<file path="src/rtl/dcsw_pkg.sv">
package dcsw_pkg;

  // ************************************************************
  // telegram profile
  // ************************************************************
  localparam logic [1:0] DCSW_NATIVE_DRIVE_PROFILE = 2'h1;

  // ************************************************************
  // command word bit positions
  // ************************************************************
  localparam int CMD_TGT_LO    = 0;
  localparam int CMD_TGT_HI    = 1;
  localparam int CMD_DCBRK_N   = 2;
  localparam int CMD_COAST_N   = 3;
  localparam int CMD_QSTOP_N   = 4;
  localparam int CMD_FREEZE_N  = 5;
  localparam int CMD_START     = 6;
  localparam int CMD_RESET     = 7;
  localparam int CMD_JOG       = 8;
  localparam int CMD_RAMP2     = 9;
  localparam int CMD_VALID     = 10;
  localparam int CMD_RELAY     = 11;
  localparam int CMD_DOUT      = 12;
  localparam int CMD_SET_LO    = 13;
  localparam int CMD_SET_HI    = 14;
  localparam int CMD_REVERSE   = 15;

  // ************************************************************
  // status word bit positions
  // ************************************************************
  localparam int STS_CTRL_RDY  = 0;
  localparam int STS_DRV_RDY   = 1;
  localparam int STS_CAN_START = 2;
  localparam int STS_TRIP      = 3;
  localparam int STS_TRIP_LOCK = 6;
  localparam int STS_WARN      = 7;
  localparam int STS_SPD_MATCH = 8;
  localparam int STS_BUS_CTRL  = 9;
  localparam int STS_FREQ_OK   = 10;
  localparam int STS_RUNNING   = 11;
  localparam int STS_VOLT_WARN = 13;
  localparam int STS_CUR_LIM   = 14;
  localparam int STS_THERM     = 15;

  // ************************************************************
  // reset values
  // ************************************************************
  localparam logic [15:0] DCSW_CMD_RST = 16'h0000;
  localparam logic [15:0] DCSW_STS_RST = 16'h0000;

  // ************************************************************
  // input combining modes
  // ************************************************************
  typedef enum logic [1:0] {
    DCSW_SRC_DIN,
    DCSW_SRC_BUS,
    DCSW_SRC_OR,
    DCSW_SRC_AND
  } dcsw_src_t;

  typedef struct packed {
    dcsw_src_t coast;
    dcsw_src_t dcbrk;
    dcsw_src_t start;
    dcsw_src_t reverse;
    dcsw_src_t setsel;
    dcsw_src_t target;
  } dcsw_gate_cfg_t;

  typedef struct packed {
    logic       coast_n;
    logic       dcbrk_n;
    logic       start;
    logic       reverse;
    logic [1:0] setsel;
    logic [1:0] target;
    logic       speed_up;
    logic       speed_down;
    logic       reset_coast;
  } dcsw_din_t;

  typedef struct packed {
    logic ready;
    logic tripped;
    logic trip_locked;
    logic warning;
    logic speed_match;
    logic local_ctrl;
    logic freq_in_range;
    logic freq_nonzero;
    logic volt_warn;
    logic cur_limit;
    logic therm_warn;
  } dcsw_drv_sts_t;

  typedef enum logic [2:0] {
    DCSW_ST_IDLE,
    DCSW_ST_RUN,
    DCSW_ST_FROZEN,
    DCSW_ST_RAMP_STOP,
    DCSW_ST_QSTOP,
    DCSW_ST_DCBRAKE,
    DCSW_ST_COAST
  } dcsw_state_t;

  function automatic logic dcsw_gate(input dcsw_src_t m, input logic bus, input logic din);
    unique case (m)
      DCSW_SRC_DIN: dcsw_gate = din;
      DCSW_SRC_BUS: dcsw_gate = bus;
      DCSW_SRC_OR:  dcsw_gate = bus | din;
      DCSW_SRC_AND: dcsw_gate = bus & din;
    endcase
  endfunction

endpackage

</file>
<file path="src/rtl/dcsw_control_status.sv">
// How it works
// RULE_01: bit meanings apply only under native profile
// RULE_02: bits 1:0 pick stored speed target
// RULE_03: bit 2 low forces DC brake stop
// RULE_04: bit 3 low coasts, output stage off
// RULE_05: bit 4 low ramps down, quick-stop time
// RULE_06: bit 5 low holds output frequency
// RULE_07: frozen drive stops only by coast/brake
// RULE_08: bit 6 low ramps stop, high starts
// RULE_09: trip reset on bit 7 rising edge
// RULE_10: bit 8 high selects jog frequency
// RULE_11: bit 9 selects ramp pair
// RULE_12: bit 10 low ignores whole word
// RULE_13: bits 11,12 drive relay and output
// RULE_14: bits 14:13 pick configuration set
// RULE_15: bit 15 reverses unless source is input
// RULE_16: per-function setting gates bus with input
// RULE_17: status ready and coasting-ready bits
// RULE_18: status bit 2 shows start possible
// RULE_19: status bit 3 shows trip
// RULE_20: status bit 6 shows trip lock
// RULE_21: status bit 7 shows warning
// RULE_22: status bit 8 low when speed differs
// RULE_23: status bit 8 high at reference
// RULE_24: status bit 9 shows bus control possible
// RULE_25: status bit 11 shows running
// RULE_26: status bit 14 shows current limit
// RULE_27: undefined status bits read zero
`timescale 1ns/1ps
module dcsw_control_status
  import dcsw_pkg::*;
(
  input  wire logic           core_clk,
  input  wire logic           reset,
  input  wire logic           clk_en,
  input  wire logic [1:0]     telegram_profile,
  input  wire logic           cmd_load,
  input  wire logic [15:0]    drive_command_word,
  input  wire dcsw_gate_cfg_t gate_cfg,
  input  wire dcsw_din_t      din,
  input  wire logic           multi_set_mode,
  input  wire logic           relay_bus_assigned,
  input  wire logic           dout_bus_assigned,
  input  wire dcsw_drv_sts_t  drv,
  output logic [1:0]          speed_target_sel,
  output logic                jog_sel,
  output logic                ramp_pair_sel,
  output logic                ramp_use_quick,
  output logic                freeze_freq,
  output logic                freq_speed_up,
  output logic                freq_speed_down,
  output logic                outputs_enable,
  output logic                dc_brake,
  output logic                ramp_down,
  output logic                run_request,
  output logic                reverse_dir,
  output logic [1:0]          config_set_sel,
  output logic                relay_out,
  output logic                digital_out,
  output logic                trip_reset,
  output dcsw_state_t         stop_state,
  output logic [15:0]         drive_state_word
);

  // ************************************************************
  // accepted command word
  // ************************************************************
  logic [15:0] cmd_ff;
  logic [15:0] nxt_cmd;
  logic        profile_ok;
  logic        take;

  // other profiles carry other bit maps, so their words are dropped whole
  assign profile_ok = (telegram_profile == DCSW_NATIVE_DRIVE_PROFILE);  // RULE_01

  // only a valid word under the native profile replaces the held one
  assign take = cmd_load && profile_ok && drive_command_word[CMD_VALID];  // RULE_12

  always_comb begin
    nxt_cmd = cmd_ff;
    if (take) begin
      nxt_cmd = drive_command_word;
    end
  end

  always_ff @(posedge core_clk) begin
    if (reset) begin
      cmd_ff <= DCSW_CMD_RST;
    end else if (clk_en) begin
      cmd_ff <= nxt_cmd;
    end
  end

  // ************************************************************
  // trip reset edge
  // ************************************************************
  logic rst_bit_ff;
  logic nxt_rst_bit;
  logic rst_edge;

  // judged against the last accepted word, so ignored words break no edge
  assign rst_edge = take && drive_command_word[CMD_RESET] && !rst_bit_ff;  // RULE_09

  always_comb begin
    nxt_rst_bit = rst_bit_ff;
    if (take) begin
      nxt_rst_bit = drive_command_word[CMD_RESET];
    end
  end

  always_ff @(posedge core_clk) begin
    if (reset) begin
      rst_bit_ff <= DCSW_CMD_RST[CMD_RESET];
    end else if (clk_en) begin
      rst_bit_ff <= nxt_rst_bit;
    end
  end

  // ************************************************************
  // gated functions
  // ************************************************************
  logic       coast_n;
  logic       dcbrk_n;
  logic       start;
  logic       reverse;
  logic [1:0] setsel;
  logic [1:0] target;

  // word at reset has stop bits low: safe stopped state until a valid word
  always_comb begin
    coast_n   = dcsw_gate(gate_cfg.coast, cmd_ff[CMD_COAST_N], din.coast_n) & ~din.reset_coast;  // RULE_16
    dcbrk_n   = dcsw_gate(gate_cfg.dcbrk, cmd_ff[CMD_DCBRK_N], din.dcbrk_n);                     // RULE_16
    start     = dcsw_gate(gate_cfg.start, cmd_ff[CMD_START], din.start);                         // RULE_16
    reverse   = dcsw_gate(gate_cfg.reverse, cmd_ff[CMD_REVERSE], din.reverse);                   // RULE_15
  end

  // ************************************************************
  // selector pairs
  // ************************************************************
  // the loop walks each pair from its low bit upward
  if (CMD_SET_HI != CMD_SET_LO + 1 || CMD_TGT_HI != CMD_TGT_LO + 1) begin : g_pair_chk
    $error("selector bits must be adjacent");
  end

  // both bits of one selector share one combining setting
  for (genvar b = 0; b < 2; b++) begin : g_sel
    assign setsel[b] = dcsw_gate(gate_cfg.setsel, cmd_ff[CMD_SET_LO + b], din.setsel[b]);  // RULE_16
    assign target[b] = dcsw_gate(gate_cfg.target, cmd_ff[CMD_TGT_LO + b], din.target[b]);  // RULE_16
  end

  // ************************************************************
  // stop sequencing
  // ************************************************************
  dcsw_state_t st_ff;
  dcsw_state_t nxt_st;
  logic        frozen_req;

  assign frozen_req = ~cmd_ff[CMD_FREEZE_N];

  always_comb begin
    nxt_st = st_ff;
    if (!coast_n) begin
      nxt_st = DCSW_ST_COAST;                          // RULE_04
    end else if (!dcbrk_n) begin
      nxt_st = DCSW_ST_DCBRAKE;                        // RULE_03
    end else if (frozen_req && st_ff == DCSW_ST_RUN) begin
      nxt_st = DCSW_ST_FROZEN;                         // RULE_06
    end else if (st_ff == DCSW_ST_FROZEN) begin
      // start bit and start input cannot end the hold
      if (!frozen_req) begin                           // RULE_07
        nxt_st = DCSW_ST_RUN;
      end
    end else if (!cmd_ff[CMD_QSTOP_N]) begin
      nxt_st = DCSW_ST_QSTOP;                          // RULE_05
    end else if (!start) begin
      nxt_st = DCSW_ST_RAMP_STOP;                      // RULE_08
    end else if (!drv.tripped && !drv.trip_locked && drv.ready) begin
      nxt_st = DCSW_ST_RUN;                            // RULE_04 RULE_08
    end else begin
      nxt_st = DCSW_ST_IDLE;
    end
  end

  always_ff @(posedge core_clk) begin
    if (reset) begin
      st_ff <= DCSW_ST_IDLE;
    end else if (clk_en) begin
      st_ff <= nxt_st;
    end
  end

  // ************************************************************
  // state decode
  // ************************************************************
  logic go_run;
  logic go_frozen;
  logic go_qstop;
  logic go_ramp;
  logic go_brake;
  logic go_coast;

  // outputs follow the state being entered so they line up with stop_state
  always_comb begin
    go_run    = (nxt_st == DCSW_ST_RUN);
    go_frozen = (nxt_st == DCSW_ST_FROZEN);
    go_qstop  = (nxt_st == DCSW_ST_QSTOP);
    go_ramp   = (nxt_st == DCSW_ST_RAMP_STOP);
    go_brake  = (nxt_st == DCSW_ST_DCBRAKE);
    go_coast  = (nxt_st == DCSW_ST_COAST);
  end

  // ************************************************************
  // registered outputs
  // ************************************************************
  // one flop per output keeps every port a plain register
  logic [1:0] tgt_ff;
  logic [1:0] nxt_tgt;
  logic       jog_ff;
  logic       nxt_jog;
  logic       ramp2_ff;
  logic       nxt_ramp2;
  logic       quick_ff;
  logic       nxt_quick;
  logic       freeze_ff;
  logic       nxt_freeze;
  logic       up_ff;
  logic       nxt_up;
  logic       down_ff;
  logic       nxt_down;
  logic       enable_ff;
  logic       nxt_enable;
  logic       brake_ff;
  logic       nxt_brake;
  logic       rdown_ff;
  logic       nxt_rdown;
  logic       run_ff;
  logic       nxt_run;
  logic       rev_ff;
  logic       nxt_rev;
  logic [1:0] set_ff;
  logic [1:0] nxt_set;
  logic       relay_ff;
  logic       nxt_relay;
  logic       dout_ff;
  logic       nxt_dout;
  logic       trst_ff;
  logic       nxt_trst;

  always_comb begin
    nxt_tgt    = target;                                  // RULE_02
    nxt_jog    = cmd_ff[CMD_JOG];                         // RULE_10
    nxt_ramp2  = cmd_ff[CMD_RAMP2];                       // RULE_11
    nxt_quick  = go_qstop;                                // RULE_05
    nxt_freeze = go_frozen;                               // RULE_06
    nxt_up     = go_frozen & din.speed_up;                // RULE_06
    nxt_down   = go_frozen & din.speed_down;              // RULE_06
    nxt_enable = ~go_coast;                               // RULE_04
    nxt_brake  = go_brake;                                // RULE_03
    nxt_rdown  = go_ramp | go_qstop;                      // RULE_08
    // a frozen drive still runs; only its frequency is held
    nxt_run    = go_run | go_frozen;
    // input-only source: the gate already passes the input alone
    nxt_rev    = reverse;                                 // RULE_15
    // with multi-set off the last selected set stays in force
    nxt_set    = multi_set_mode ? setsel : set_ff;        // RULE_14
    nxt_relay  = relay_bus_assigned & cmd_ff[CMD_RELAY];  // RULE_13
    nxt_dout   = dout_bus_assigned & cmd_ff[CMD_DOUT];    // RULE_13
    // trip lock is not reset here; it clears only on power cycle
    nxt_trst   = rst_edge & ~drv.trip_locked;             // RULE_09 RULE_20
  end

  always_ff @(posedge core_clk) begin
    if (reset) begin
      tgt_ff    <= 2'h0;
      jog_ff    <= 1'h0;
      ramp2_ff  <= 1'h0;
      quick_ff  <= 1'h0;
      freeze_ff <= 1'h0;
      up_ff     <= 1'h0;
      down_ff   <= 1'h0;
      enable_ff <= 1'h0;
      brake_ff  <= 1'h0;
      rdown_ff  <= 1'h0;
      run_ff    <= 1'h0;
      rev_ff    <= 1'h0;
      set_ff    <= 2'h0;
      relay_ff  <= 1'h0;
      dout_ff   <= 1'h0;
      trst_ff   <= 1'h0;
    end else if (clk_en) begin
      tgt_ff    <= nxt_tgt;
      jog_ff    <= nxt_jog;
      ramp2_ff  <= nxt_ramp2;
      quick_ff  <= nxt_quick;
      freeze_ff <= nxt_freeze;
      up_ff     <= nxt_up;
      down_ff   <= nxt_down;
      enable_ff <= nxt_enable;
      brake_ff  <= nxt_brake;
      rdown_ff  <= nxt_rdown;
      run_ff    <= nxt_run;
      rev_ff    <= nxt_rev;
      set_ff    <= nxt_set;
      relay_ff  <= nxt_relay;
      dout_ff   <= nxt_dout;
      trst_ff   <= nxt_trst;
    end
  end

  assign speed_target_sel = tgt_ff;
  assign jog_sel          = jog_ff;
  assign ramp_pair_sel    = ramp2_ff;
  assign ramp_use_quick   = quick_ff;
  assign freeze_freq      = freeze_ff;
  assign freq_speed_up    = up_ff;
  assign freq_speed_down  = down_ff;
  assign outputs_enable   = enable_ff;
  assign dc_brake         = brake_ff;
  assign ramp_down        = rdown_ff;
  assign run_request      = run_ff;
  assign reverse_dir      = rev_ff;
  assign config_set_sel   = set_ff;
  assign relay_out        = relay_ff;
  assign digital_out      = dout_ff;
  assign trip_reset       = trst_ff;
  assign stop_state       = st_ff;

  // ************************************************************
  // status word
  // ************************************************************
  dcsw_status_word u_status (
    .core_clk         (core_clk),
    .reset            (reset),
    .clk_en           (clk_en),
    .drv              (drv),
    .coast_active     (~coast_n),
    .start_active     (start),
    .drive_state_word (drive_state_word)
  );

endmodule

</file>
<file path="src/rtl/dcsw_status_word.sv">
`timescale 1ns/1ps
module dcsw_status_word
  import dcsw_pkg::*;
(
  input  wire logic          core_clk,
  input  wire logic          reset,
  input  wire logic          clk_en,
  input  wire dcsw_drv_sts_t drv,
  input  wire logic          coast_active,
  input  wire logic          start_active,
  output logic [15:0]        drive_state_word
);

  logic [15:0] sts_ff;
  logic [15:0] nxt_sts;

  always_comb begin
    nxt_sts                = 16'h0000;                          // RULE_27
    nxt_sts[STS_CTRL_RDY]  = drv.ready;                         // RULE_17
    nxt_sts[STS_DRV_RDY]   = drv.ready & coast_active;          // RULE_17
    nxt_sts[STS_CAN_START] = drv.ready & ~coast_active;         // RULE_18
    nxt_sts[STS_TRIP]      = drv.tripped;                       // RULE_19
    nxt_sts[STS_TRIP_LOCK] = drv.trip_locked;                   // RULE_20
    nxt_sts[STS_WARN]      = drv.warning;                       // RULE_21
    nxt_sts[STS_SPD_MATCH] = drv.speed_match;                   // RULE_22 RULE_23
    nxt_sts[STS_BUS_CTRL]  = ~drv.local_ctrl;                   // RULE_24
    nxt_sts[STS_FREQ_OK]   = drv.freq_in_range;
    nxt_sts[STS_RUNNING]   = start_active | drv.freq_nonzero;   // RULE_25
    nxt_sts[STS_VOLT_WARN] = drv.volt_warn;
    nxt_sts[STS_CUR_LIM]   = drv.cur_limit;                     // RULE_26
    nxt_sts[STS_THERM]     = drv.therm_warn;
  end

  always_ff @(posedge core_clk) begin
    if (reset) begin
      sts_ff <= DCSW_STS_RST;
    end else if (clk_en) begin
      sts_ff <= nxt_sts;
    end
  end

  assign drive_state_word = sts_ff;

endmodule

</file>
<file path="config.mk">
export PLATFORM = sky130hd
export DESIGN_NAME = dcsw_control_status
export DESIGN_NICKNAME = d
export VERILOG_FILES = /design/src/rtl/dcsw_pkg.sv /design/src/rtl/dcsw_control_status.sv /design/src/rtl/dcsw_status_word.sv
export SDC_FILE = /design/constraint.sdc
export NUM_CORES = 1
export LEC_CHECK = 0
export BUFFER_PORTS_ARGS = -buffer_cell sky130_fd_sc_hd__buf_2
export CAP_MARGIN = 20
export CELL_PAD_IN_SITES_DETAIL_PLACEMENT = 0
export CELL_PAD_IN_SITES_GLOBAL_PLACEMENT = 2
export CORE_MARGIN = 2
export CORE_UTILIZATION = 24
export DETAILED_ROUTE_END_ITERATION = 8
export PLACE_DENSITY = 0.71
export SLEW_MARGIN = 0
export SYNTH_ARGS = -nofsm -noshare
export SYNTH_HDL_FRONTEND = slang
export SYNTH_SLANG_ARGS = --single-unit
</file>
<file path="constraint.sdc">
create_clock -name core_clk -period 2.7 [get_ports core_clk]
set_clock_uncertainty 0.1 [all_clocks]
set_input_delay 0.135 -clock core_clk [delete_from_list [all_inputs] [get_ports core_clk]]
set_output_delay 0.135 -clock core_clk [all_outputs]
set_load 0.005 [all_outputs]
</file>
==> results of run 1 <==
flip-flops by register name (all words and copies together), names as in the netlist, 2 cells and up:
register,count
cmd_ff,15
speed_target_sel,2
stop_state,3
config_set_sel,2
u_status.drive_state_word,13
stage by stage:
step	power [uW]	cells	worst slack, ns	area [um2]
after detailed placement	959	420	1.19	2670
after global placement	958	420	1.18	2670
after floorplan	872	231	1.31	2120
after CTS	1420	457	1.16	3040
after global routing	1480	457	1.03	3040
final	1390	457	1.16	3040
worst min-delay path, cell delays in order:
cell     delay, ns
buf_2         0.11
mux2i_1       0.07
nor2_1        0.07
metal layers:
metal  global-route usage  vias to the layer above
met5                    0                        -
met4               0.0256                        0
met3               0.0408                        4
met2                0.198                       63
met1                0.165                      865
li1                     -                     1031
cell usage in the layout, fill, tap and decap left out, types with 3 or more instances in the layout:
cell,instances
buf_2,92
conb_1,3
nor2b_1,9
nand2_1,11
xor2_1,4
a311oi_1,4
inv_1,5
dlygate4sd3_1,29
nor2_1,44
dfxtp_1,49
o22ai_1,3
clkbuf_8,5
clkbuf_1,3
a21oi_1,15
nand3_1,6
o21ai_0,3
mux2i_1,25
buf_4,3
report_power, final:
part | switching (uW) | total, uW | internal, uW
registers | 14.0 | 758 | 744
clock network | 238 | 422 | 185
logic | 99.5 | 213 | 113
total | 351 | 1390 | 1040
cell type report:
cell class,instances,area (um2),share of cell area
Multi-Input combinational cell,162,1050,0.344
Sequential cell,49,981,0.323
Timing Repair Buffer,124,773,0.255
Tap cell,108,135,0.0445
Clock buffer,8,80.1,0.0264
Inverter,6,22.5,0.00741
path summary, 6_finish.rpt:
path | startpoint | to | slack [ns]
max | drv[9] | run_request$_SDFFE_PP0P_ | 1.16
min | drv[8] | u_status.drive_state_word[6]$_SDFFE_PP0P_ | 0.03
min reg2reg | relay_out$_SDFFE_PP0P_ | relay_out$_SDFFE_PP0P_ | 0.36
max reg2reg | cmd_ff[3]$_SDFFE_PP0P_ | stop_state[0]$_SDFFE_PP0P_ | 1.18
logic make-up after synthesis:
kind of cell           share of synthesized area
XOR/XNOR                                  0.0249
AO/OA/AOI/OAI                              0.149
flip-flops                                 0.464
other                                    0.00177
AND/OR/NAND/NOR                            0.198
buffers and inverters                     0.0444
multiplexers                               0.118
==> results, run 1 <==
- The final max-slew violation count came to 0.
- Setup repair after global routing left no endpoint under its margin.
- For the pin with the worst max-slew slack, the measured transition is 0.630 ns.
- The share of the core filled with cells is 0.352.
- The worst setup path is launched from an input pin.
- The most numerous cell in the Yosys netlist is dfxtp_1.
- On the worst path, the slowest cell contributes a delay of 0.54 ns.
- The total met3 wirelength after detailed routing is 399 um.
- Buffers added to address setup during post-CTS repair amount to 0.
- Clock tree synthesis found a total of 49 sinks.
- In the synthesized netlist the async set-or-reset flop fraction comes to 0.
- The half-perimeter wire length of the detailed placement result is between 3000 and 4000 um.
- For this design the ratio of total power to cell area is 459 mW/mm2.
- The die covers 0.00957 mm2.
- In the post-synthesis netlist, the biggest area contributors are dfxtp_1 (46%), mux2i_1 (12%), nor2_1 (7.8%), a21oi_1 (3.6%), nor2b_1 (2.7%).
- The type of destination of the critical path is a flop.
- After detailed routing, the number of vias per cell comes to about 4.3.
- The count of boundary I/O pins is 96.
- The floorplan die height is 97.8 um.
- The via count of the first global-routing pass is 1962.
- Measured in cells, the most critical reg-to-reg path has a length of 5.
- The cell count after synthesis is 229.
- The clock network latency to the later pin of the worst-skew pair is 0.29 ns.
- Summed over all layers, the routed wires come to between 5000 and 6000 um.
- The area growth from synthesis to layout is 43.8%.
- The row count is 34.
- The first-pass iteration count of the detailed router is 4.
- Counting both buffers and inverters, the worst setup path holds a total of 2.
- In the routed design, unresolved DRC markers number 0.
- The tightest slew margin relative to the limit is 0.580.
- The first global-routing pass estimated between 9000 and 10000 um of wire.
- The predominant post-synthesis flop cell is dfxtp_1.
- Data on the critical path is required at its endpoint by 2.84 ns.
- The cell type of the slowest stage on the worst timing path is dlygate4sd3_1.
- The number of antenna-violating nets in the routed design is 0.
- The number of failing setup endpoints in the final timing report is 0.
- Yosys mapped the design onto 47 distinct sky130hd cell types.
- The flow ran to the end, and the final reports show no timing, DRC or antenna violations.
- The post-synthesis register bit count is 49.
- In this run, synthesis inferred 0 flip-flops with an integrated enable.
- The count of port buffers added during placement is 92.
- Data arrives at the worst endpoint at 1.67 ns.
- The quantity of hold-fixing buffers added after cts is 29.
- The H-tree depth is 2.
- TritonCTS built the clock tree.
- The mean instance size in the synthesized netlist is 9.23 um2.
- The commonest cells after synthesis are dfxtp_1 (49), nor2_1 (44), mux2i_1 (25).
- The static power due to leakage is 0.00146 uW.
- The maximum clock frequency is 0.651 GHz.
- Global routing finished with a remaining overflow of 0.
- The initial DRC count is 60.
- Counting I/O delays and the setup requirement, the final critical path takes 1.54 ns.
- The worst setup path is of the in2reg kind.
- The accumulated negative setup slack is 0 ns.
- The worst-case IR drop observed on VDD is between 0.2 and 0.25 mV.
- The cell sitting at the root of the clock tree is a clkbuf_8.
- The share of the synthesized area in the top cell type is 0.464.
- The critical path depth is 7.
- The library cell with the largest summed area after synthesis is dfxtp_1.
- The sequential area share after synthesis is 0.464.
- The pin count of the biggest net entering global routing is 35.
- Summing over every cut layer, the via total after detailed routing is roughly 2000.
- The number of antenna violations at the first check in global routing is 0.
- The number of antenna diodes in the final layout is 0.
- Walking the worst path, the cells encountered are dlygate4sd3_1 -> buf_2 -> nor3b_1 -> nand2_1 -> o21ai_0 -> a31oi_1 -> nor2_1.
- The worst hold slack is 0.0323 ns.
- The wire length on met1 is between 2000 and 3000 um.
- Clock tree synthesis inserted a total of 5 buffers.
- The combined global-route utilization of all metal layers is 0.124.
- The number of inserted filler cells in the final layout is 946.
- Detailed routing placed a total of 2530 um of wire on met2.
- Counting instances, the worst hold path has a depth of 3.
- The number of max-cap violations is 0.
- The horizontal die dimension is approximately 98 um.
- The number of gates given a new drive strength after cts is 0.
- After clock tree synthesis, the clock-pin slew on the worst setup and hold paths is about 0.090 ns.
- The post-detailed-route wirelength per cell is 12.6 um.
- The effective utilization at floorplan is 0.245.
- The kind of path behind the tightest hold check is in2reg.
- The kind of cell adding the most delay to the critical path is buffers and inverters.
- The top layer used by detailed routing is met4.
- The area of the mapped netlist is 0.00211 mm2.
- The total number of nets in the final design is 407.
- The final hold violation count is 0.
- The number of buffers between clock root and the deepest sink is 2.
- The final cycle utilization of the critical path is 0.569.
- The placeable core region is ~0.0086 mm2.
- The worst-path maximum fanout is 2.
- The number of warnings issued by yosys is 0.
- Of the cells placed in the final design, the portion with a size suffix greater than 1 is 0.309.
- At the end of routability-driven placement, the weighted congestion stood at just under 0.8.
Power figures use the tool's default switching activity.
==> inputs of run 2 (changes only) <==
Settings changed: ABC_AREA from default to 1, CORE_UTILIZATION 24 to 22, PLACE_DENSITY 0.71 to 0.73.
Clock period 2.7 ns to 1.39 ns, I/O delays scaled along.
==> results, run 2 <==
- The mean instance size in the synthesized netlist is 7.22 um2 (-22%).
- Setup repair after global routing could not meet its margin everywhere.
- The number of max-cap violations was 0 (unchanged).
- The total power consumption of the routed design is 3130 uW (+120%).
- The initial DRC count is 43 (-28%).
- By area the synthesized netlist is led by dfxtp_1 (45%), o21ai_0 (10%), nor2_1 (10%), nand2_1 (7.7%), a21oi_1 (6.2%).
- The total net switching power is 784 uW (+120%).
- The pin count of the biggest net entering global routing was 35 (unchanged).
- The maximum cell stage delay along the critical path is 0.37 ns (-0.17 ns).
- The most frequent cell on the critical path is nand2_1.
- The post-synthesis register bit count was 49 (unchanged).
- The maximum vdd ir drop is 0.366 mV (+68%).
- The number of warnings issued by yosys came to 0 (unchanged).
- The total routed wirelength was 6740 um (+17%).
- The H-tree depth is 2 (unchanged).
- The horizontal die dimension is 104 um (+6.0%).
- The async set-reset flop share out of synthesis is 0 (unchanged).
- The setup slack after placement is -0.0855 ns (-1.27 ns).
- The static power due to leakage is 0.00167 uW (+14%).
- The number of flops mapped to enable cells by yosys is 0 (unchanged).
- The placeable core region is 0.00973 mm2 (+13%).
- The final max-slew violation count was 0 (unchanged).
- Compared with the post-synthesis result, the final layout area differs by 57.7%.
- The share of the synthesized area in the top cell type was 0.449 (-0.0157).
- The top register by number of flip-flops is cmd_ff.
- The instance area after placement is 0.00286 mm2 (+7.2%).
- The effective utilization at floorplan is 0.225 (-0.0199).
- The run finished, with violations left.
- The number of inserted filler cells in the final layout is 1106 (+17%).
- The wire length of the first global-routing pass was 11300 um (+16%).
- The root buffer cell chosen for the clock tree is clkbuf_8.
- The final cycle utilization of the critical path is 1.04.
- The remaining global-route overflow is 0 (unchanged).
- The area of the mapped netlist is 0.00219 mm2 (+3.5%).
- The share of the core filled with cells was 0.355 (+0.00277).
- The met1 global-route usage came to 0.157 (-0.00786).
- The met3 track demand over resource in global routing was 0.0327 (-0.00808).
- The cell count after synthesis is 303 (+32%).
- The final hold violation count came to 0 (unchanged).
- The worst path arrival time was 1.54 ns (-0.13 ns).
- The fraction of power consumed by the clock network is 0.343 (+0.040).
- The total number of nets in the final design is 505 (+24%).
- The most numerous cell in the Yosys netlist is nor2_1.
- The maximum clock frequency is 0.691 GHz.
- In this run the worst hold path is classified as in2reg.
- The combined global-route utilization of all metal layers is 0.128 (+0.00370).
- The switching power as a share of total power is 0.251 (-0.000980).
- The clock transition at the registers of the reported paths is 0.09 ns (about the same).
- The number of failing setup endpoints in the final timing report is 6 (+6).
- The final critical-path setup slack is -0.0570 ns (-1.22 ns).
- The ratio of cells with drive above 1 in the final layout came to 0.351 (+0.0418).
- The type of origin of the critical path is a flop.
- The count of port buffers added during placement was 92 (unchanged).
- The number of antenna violations at the first check in global routing is 0 (unchanged).
- The via count of the first global-routing pass is 2392 (+22%).
- The internal cell power is 2340 uW (+120%).
- The number of buffers created by CTS was 5 (unchanged).
- The final antenna diode count is 0 (unchanged).
- The post-route minimum period is 1.45 ns.
- The largest individual stage delay along the critical path comes from the cell dfxtp_4.
- The post-detailed-route wirelength per cell is 11.6 um (-8.0%).
- Of all cell types, the one taking the most synthesized area is dfxtp_1.
- The number of flip-flops under the largest register name is 15 (unchanged).
- The half-perimeter wire length of the detailed placement result is 4640 um (+17%).
- The number of buffers between clock root and the deepest sink was 2 (unchanged).
- The final non-filler cell area is 0.00345 mm2 (+14%).
- The number of library cell types mapped by synthesis is 26 (-45%).
- The predominant post-synthesis flop cell is dfxtp_1.
- The worst setup path is of the reg2reg kind.
- The fraction of power consumed by combinational cells was 0.177 (+0.024).
- The worst setup path is captured at a flop.
- The floorplan die height is 104 um (+6.0%).
- The total number of clock tree sinks is 49 (unchanged).
- In the layout the commonest cells are buf_2 (92), nor2_1 (57), o21ai_0 (45).
- The clock network latency to the later pin of the worst-skew pair is 0.30 ns (about the same).
- The post-route DRC violation count came to 0 (unchanged).
- The full die area is 0.0108 mm2 (+12%).
- The routing usage on met2 was 0.223 (+0.0252).
- Leaving out fill and tap cells, the most frequent cell in the layout is buf_2.
- The first-pass iteration count of the detailed router was 4 (unchanged).
- The count of boundary I/O pins is 96 (unchanged).
- The sequential area share after synthesis is 0.449 (-0.0157).
- The average via count per standard cell is 4.07 (-5.3%).
- The final reports fail on negative setup slack.
- The via total after detailed routing came to 2359 (+20%).
- Traced cell by cell, the critical path runs through nor2_4 -> nand2_1 -> nand2_1 -> inv_1 -> nand2_1 -> nand2_2 -> nand2_4 -> nand2_4 -> buf_4 -> nand3_1 -> a21oi_1.
- The row count was 36 (+5.9%).
- The power per unit of standard cell area was 906 mW/mm2 (+98%).
- The number of antenna-violating nets in the routed design is 0 (unchanged).
- The sequential group share of total power is 0.480 (-0.064).
- Counting instances in the post-synthesis netlist gives the leading cell types as nor2_1 (59), dfxtp_1 (49), nand2_1 (45), o21ai_0 (45), a21oi_1 (27).
- The worst-path maximum fanout was 4 (+2).
- The final weighted congestion in routability-driven placement was 0.754 (-2.3%).
- The most utilized layer in the global route result is met2.
- The required time of the worst setup path came to 1.48 ns (-1.36 ns).
- The clock tree from TritonCTS is built.
-- run 2: worst paths after layout --
kind | from | to | slack (ns) | depth (start not counted)
setup / recovery | stop_state[2]$_SDFFE_PP0P_ | freeze_freq$_SDFFE_PP0P_ | -0.06 | 11
hold / removal | gate_cfg[5] | reverse_dir$_SDFFE_PP0P_ | 0.02 | 4
setup reg to reg | stop_state[2]$_SDFFE_PP0P_ | freeze_freq$_SDFFE_PP0P_ | -0.06 | 11
hold reg to reg | cmd_ff[7]$_SDFFE_PP0P_ | cmd_ff[7]$_SDFFE_PP0P_ | 0.36 | 2
-- run 2: worst max-delay path, delay by kind of cell, from the launching register on --
kind,cells,cell delay (ns)
buffers and inverters,2,0.16
DFF,1,0.37
AOI/OAI and AO/OA,1,0.06
and+or+nand+nor,8,0.65
-- run 2: metal layers --
| layer | vias to the layer above | wire, um |
|---|---|---|
| met4 | 0 | 61 |
| li1 | 1251 | - |
| met1 | 1048 | 3180 |
| met3 | 4 | 347 |
| met2 | 56 | 3150 |
| met5 | - | 0 |
-- run 2: stage by stage --
stage                     hold slack, ns  std cells  TNS, ns
final                             0.0167        580   -0.247
after global routing              0.0227        580    -1.23
after CTS                        0.00898        576  -0.0273
after detailed placement           0.154        529   -0.175
after global placement             0.152        529   -0.276
after floorplan                   0.0636        305        0
-- run 2: kinds of logic after synthesis --
kind of cell,count (synthesis),share of synthesized area
AND/OR/NAND/NOR,128,0.268
AO/OA/AOI/OAI,78,0.188
flip-flops,49,0.449
buffers and inverters,47,0.0944
other,1,0.00171
-- run 2: cell type report --
type	instances	area [um2]	share of cell area
Clock inverter	1	30.0	0.00871
Sequential cell	49	992	0.288
Inverter	31	119	0.0345
Tap cell	133	166	0.0482
Clock buffer	7	86.3	0.0250
Multi-Input combinational cell	209	1050	0.304
Timing Repair Buffer	150	1010	0.292
-- run 2: power by group through the flow --
stage / Sequential [uW] / Combinational [uW] / Clock, uW
after floorplan: 1540 / 222 / 0
after global placement: 1530 / 447 / 0
after detailed placement: 1530 / 447 / 0
after CTS: 1500 / 546 / 1130
after global routing: 1510 / 619 / 1180
final: 1500 / 554 / 1070
-- run 2: what timing repair did --
action,in CTS,in global routing
hold endpoints to repair,36,0
pin swaps,4,10
buffers inserted,1,4
endpoints found under the setup margin,7,10
resized for setup,15,6
hold buffers,38,0
==> inputs of run 3 (changes only) <==
Settings changed: CORE_UTILIZATION 22 to 24, PLACE_DENSITY 0.73 to 0.76.
Clock period 1.39 ns to 1.7 ns, I/O delays scaled along.
==> results, run 3 (same netlist as run 2, synthesis figures left out) <==
- The wire length of the first global-routing pass is 10600 um (-6.2%).
- The power per unit of standard cell area is 747 mW/mm2 (-18%).
- The ratio of cells with drive above 1 in the final layout is 0.306 (-0.0450).
- The final max-slew violation count is 0 (unchanged).
- The number of buffers between clock root and the deepest sink is 2 (unchanged).
- The kind of path behind the tightest hold check is in2reg.
- The clock network latency to the later pin of the worst-skew pair came to 0.30 ns (about the same).
- The type of destination of the critical path is a flop.
- The remaining global-route overflow came to 0 (unchanged).
- The top register by number of flip-flops is cmd_ff.
- The final cycle utilization of the critical path is 0.941.
- The maximum vdd ir drop was 0.295 mV (-19%).
- Setup repair after global routing left no endpoint under its margin.
- The final reports fail on negative hold slack.
- The first-pass iteration count of the detailed router came to 4 (unchanged).
- The final hold violation count was 1 (+1).
- The row count is 34 (-5.6%).
- The initial DRC count was 38 (-12%).
- The via total after detailed routing was 2295 (-2.7%).
- In the layout the commonest cells are buf_2 (92), nor2_1 (59), dfxtp_1 (47).
- The critical path is of the in2reg type.
- The fraction of power consumed by the clock network is 0.320 (-0.023).
- The placeable core region is 0.00876 mm2 (-9.9%).
- The switching power as a share of total power is 0.263 (+0.0124).
- The via count of the first global-routing pass is 2228 (-6.9%).
- The number of failing setup endpoints in the final timing report is 0 (-6).
- The tree is rooted in a clkbuf_8.
- The number of flip-flops under the largest register name is 15 (unchanged).
- The clock transition at the registers of the reported paths came to 0.10 ns (about the same).
- The cell type of the slowest stage on the worst timing path is dlygate4sd3_1.
- The static power due to leakage came to 0.00157 uW (-5.9%).
- The half-perimeter wire length of the detailed placement result is 4620 um (-0.42%).
- The total net switching power is 633 uW (-19%).
- The average via count per standard cell is 4.26 (+4.7%).
- The total number of clock tree sinks was 49 (unchanged).
- The H-tree depth came to 2 (unchanged).
- The final antenna diode count is 0 (unchanged).
- The worst hold slack is -0.00553 ns (-0.0222 ns).
- The maximum clock frequency is 0.625 GHz.
- The worst path arrival time was 1.69 ns (+0.15 ns).
- The required time of the worst setup path is 1.79 ns (+0.31 ns).
- The number of inserted filler cells in the final layout is 964 (-13%).
- The total number of nets in the final design is 489 (-3.2%).
- The post-detailed-route wirelength per cell is 12.1 um (+4.3%).
- The floorplan die height is 99.5 um (-4.1%).
- The post-CTS setup repair buffer count was 0 (-1).
- The number of antenna violations at the first check in global routing was 0 (unchanged).
- The worst reg-to-reg setup slack was 0.22 ns (+0.28 ns).
- The combined global-route utilization of all metal layers is 0.136 (+0.00773).
- The final weighted congestion in routability-driven placement is 0.736 (-2.4%).
- The pin count of the biggest net entering global routing came to 35 (unchanged).
- The sequential group share of total power is 0.512 (+0.032).
- The final cell count without fillers is 539 (-7.1%).
- The number of max-cap violations is 0 (unchanged).
- The count of boundary I/O pins is 96 (unchanged).
- The number of instances in the placed design is 495 (-6.4%).
- The effective utilization at floorplan was 0.250 (+0.0248).
- The share of the core filled with cells is 0.367 (+0.0122).
- The maximum cell stage delay along the critical path was 0.56 ns (+0.19 ns).
- The number of antenna-violating nets in the routed design is 0 (unchanged).
- The count of port buffers added during placement is 92 (unchanged).
- The worst hold path depth is 3 (-1).
- The horizontal die dimension came to 99.5 um (-4.1%).
- The worst-path maximum fanout is 3 (-1).
- The fraction of power consumed by combinational cells is 0.168 (-0.009).
- The count of cells along the worst register-to-register path is 11 (unchanged).
- TritonCTS built the clock tree.
- The post-route minimum period is 1.60 ns.
- The most common cell after layout, fill and taps aside is buf_2.
- The critical path goes through dlygate4sd3_1 -> buf_2 -> nor2_1 -> nor2_1 -> o21ai_0 -> dlygate4sd3_1 -> a21oi_1.
- The flow ran to the end, but the final reports show violations.
- The post-route DRC violation count came to 0 (unchanged).
- The internal cell power was 1770 uW (-24%).
- Compared with the post-synthesis result, the final layout area differs by 47.0%.
- The type of origin of the critical path is an input pin.
- The number of buffers created by CTS is 5 (unchanged).
- The accumulated negative setup slack is 0 ns (+0.247 ns).
- The total routed wirelength is 6530 um (-3.1%).
- The full die area is 0.00989 mm2 (-8.0%).
## run 3: final cells by class
| class | count | area [um2] | share of cell area |
|---|---|---|---|
| clock inverters | 1 | 5.00 | 0.00156 |
| flip-flops and latches | 49 | 983 | 0.306 |
| inverters | 31 | 119 | 0.0370 |
| well taps | 108 | 135 | 0.0420 |
| multi-input cells | 209 | 1010 | 0.314 |
| repair buffers | 134 | 866 | 0.269 |
| clock buffers | 7 | 96.3 | 0.0300 |
## run 3: worst max-delay path, delay by kind of cell
kind,cells,cell delay (ns)
AOI/OAI and AO/OA,2,0.18
and+or+nand+nor,2,0.19
buffers and inverters,3,1.24
## run 3: layer usage
layer  wire, um  part of all wire  track usage  vias to the layer above
met5          0                 0            0                        -
met4         87             0.013       0.0400                        0
met3        397             0.061       0.0337                        7
met2       3090              0.47        0.238                       55
met1       2960              0.45        0.164                     1017
li1           -                 -            -                     1216
## run 3: power by group through the flow
stage | logic, uW | clock network, uW | registers (uW)
final | 403 | 770 | 1230
after global placement | 344 | 0 | 1250
after global routing | 455 | 857 | 1240
after detailed placement | 342 | 0 | 1260
after floorplan | 181 | 0 | 1260
after CTS | 408 | 808 | 1230
## run 3: final timing paths
kind	endpoint	start
max	speed_target_sel[1]$_SDFFE_PP0P_	gate_cfg[0]
min	speed_target_sel[0]$_SDFFE_PP0P_	din[3]
max reg2reg	ramp_down$_SDFFE_PP0P_	cmd_ff[3]$_SDFFE_PP0P_
min reg2reg	cmd_ff[7]$_SDFFE_PP0P_	cmd_ff[7]$_SDFFE_PP0P_
## run 3: what timing repair did
action	CTS	global route
hold buffers	36	0
setup endpoints to repair	0	1
hold endpoints to repair	36	0
resized for setup	0	3
## run 3: per-stage QoR
step | total power, uW | setup WS [ns] | cell area (um2)
floorplan | 1440 | 0.366 | 2190
global placement | 1600 | 0.189 | 2750
detailed placement | 1600 | 0.199 | 2750
CTS | 2440 | 0.120 | 3210
global route | 2550 | 0.0334 | 3210
finish | 2400 | 0.100 | 3210
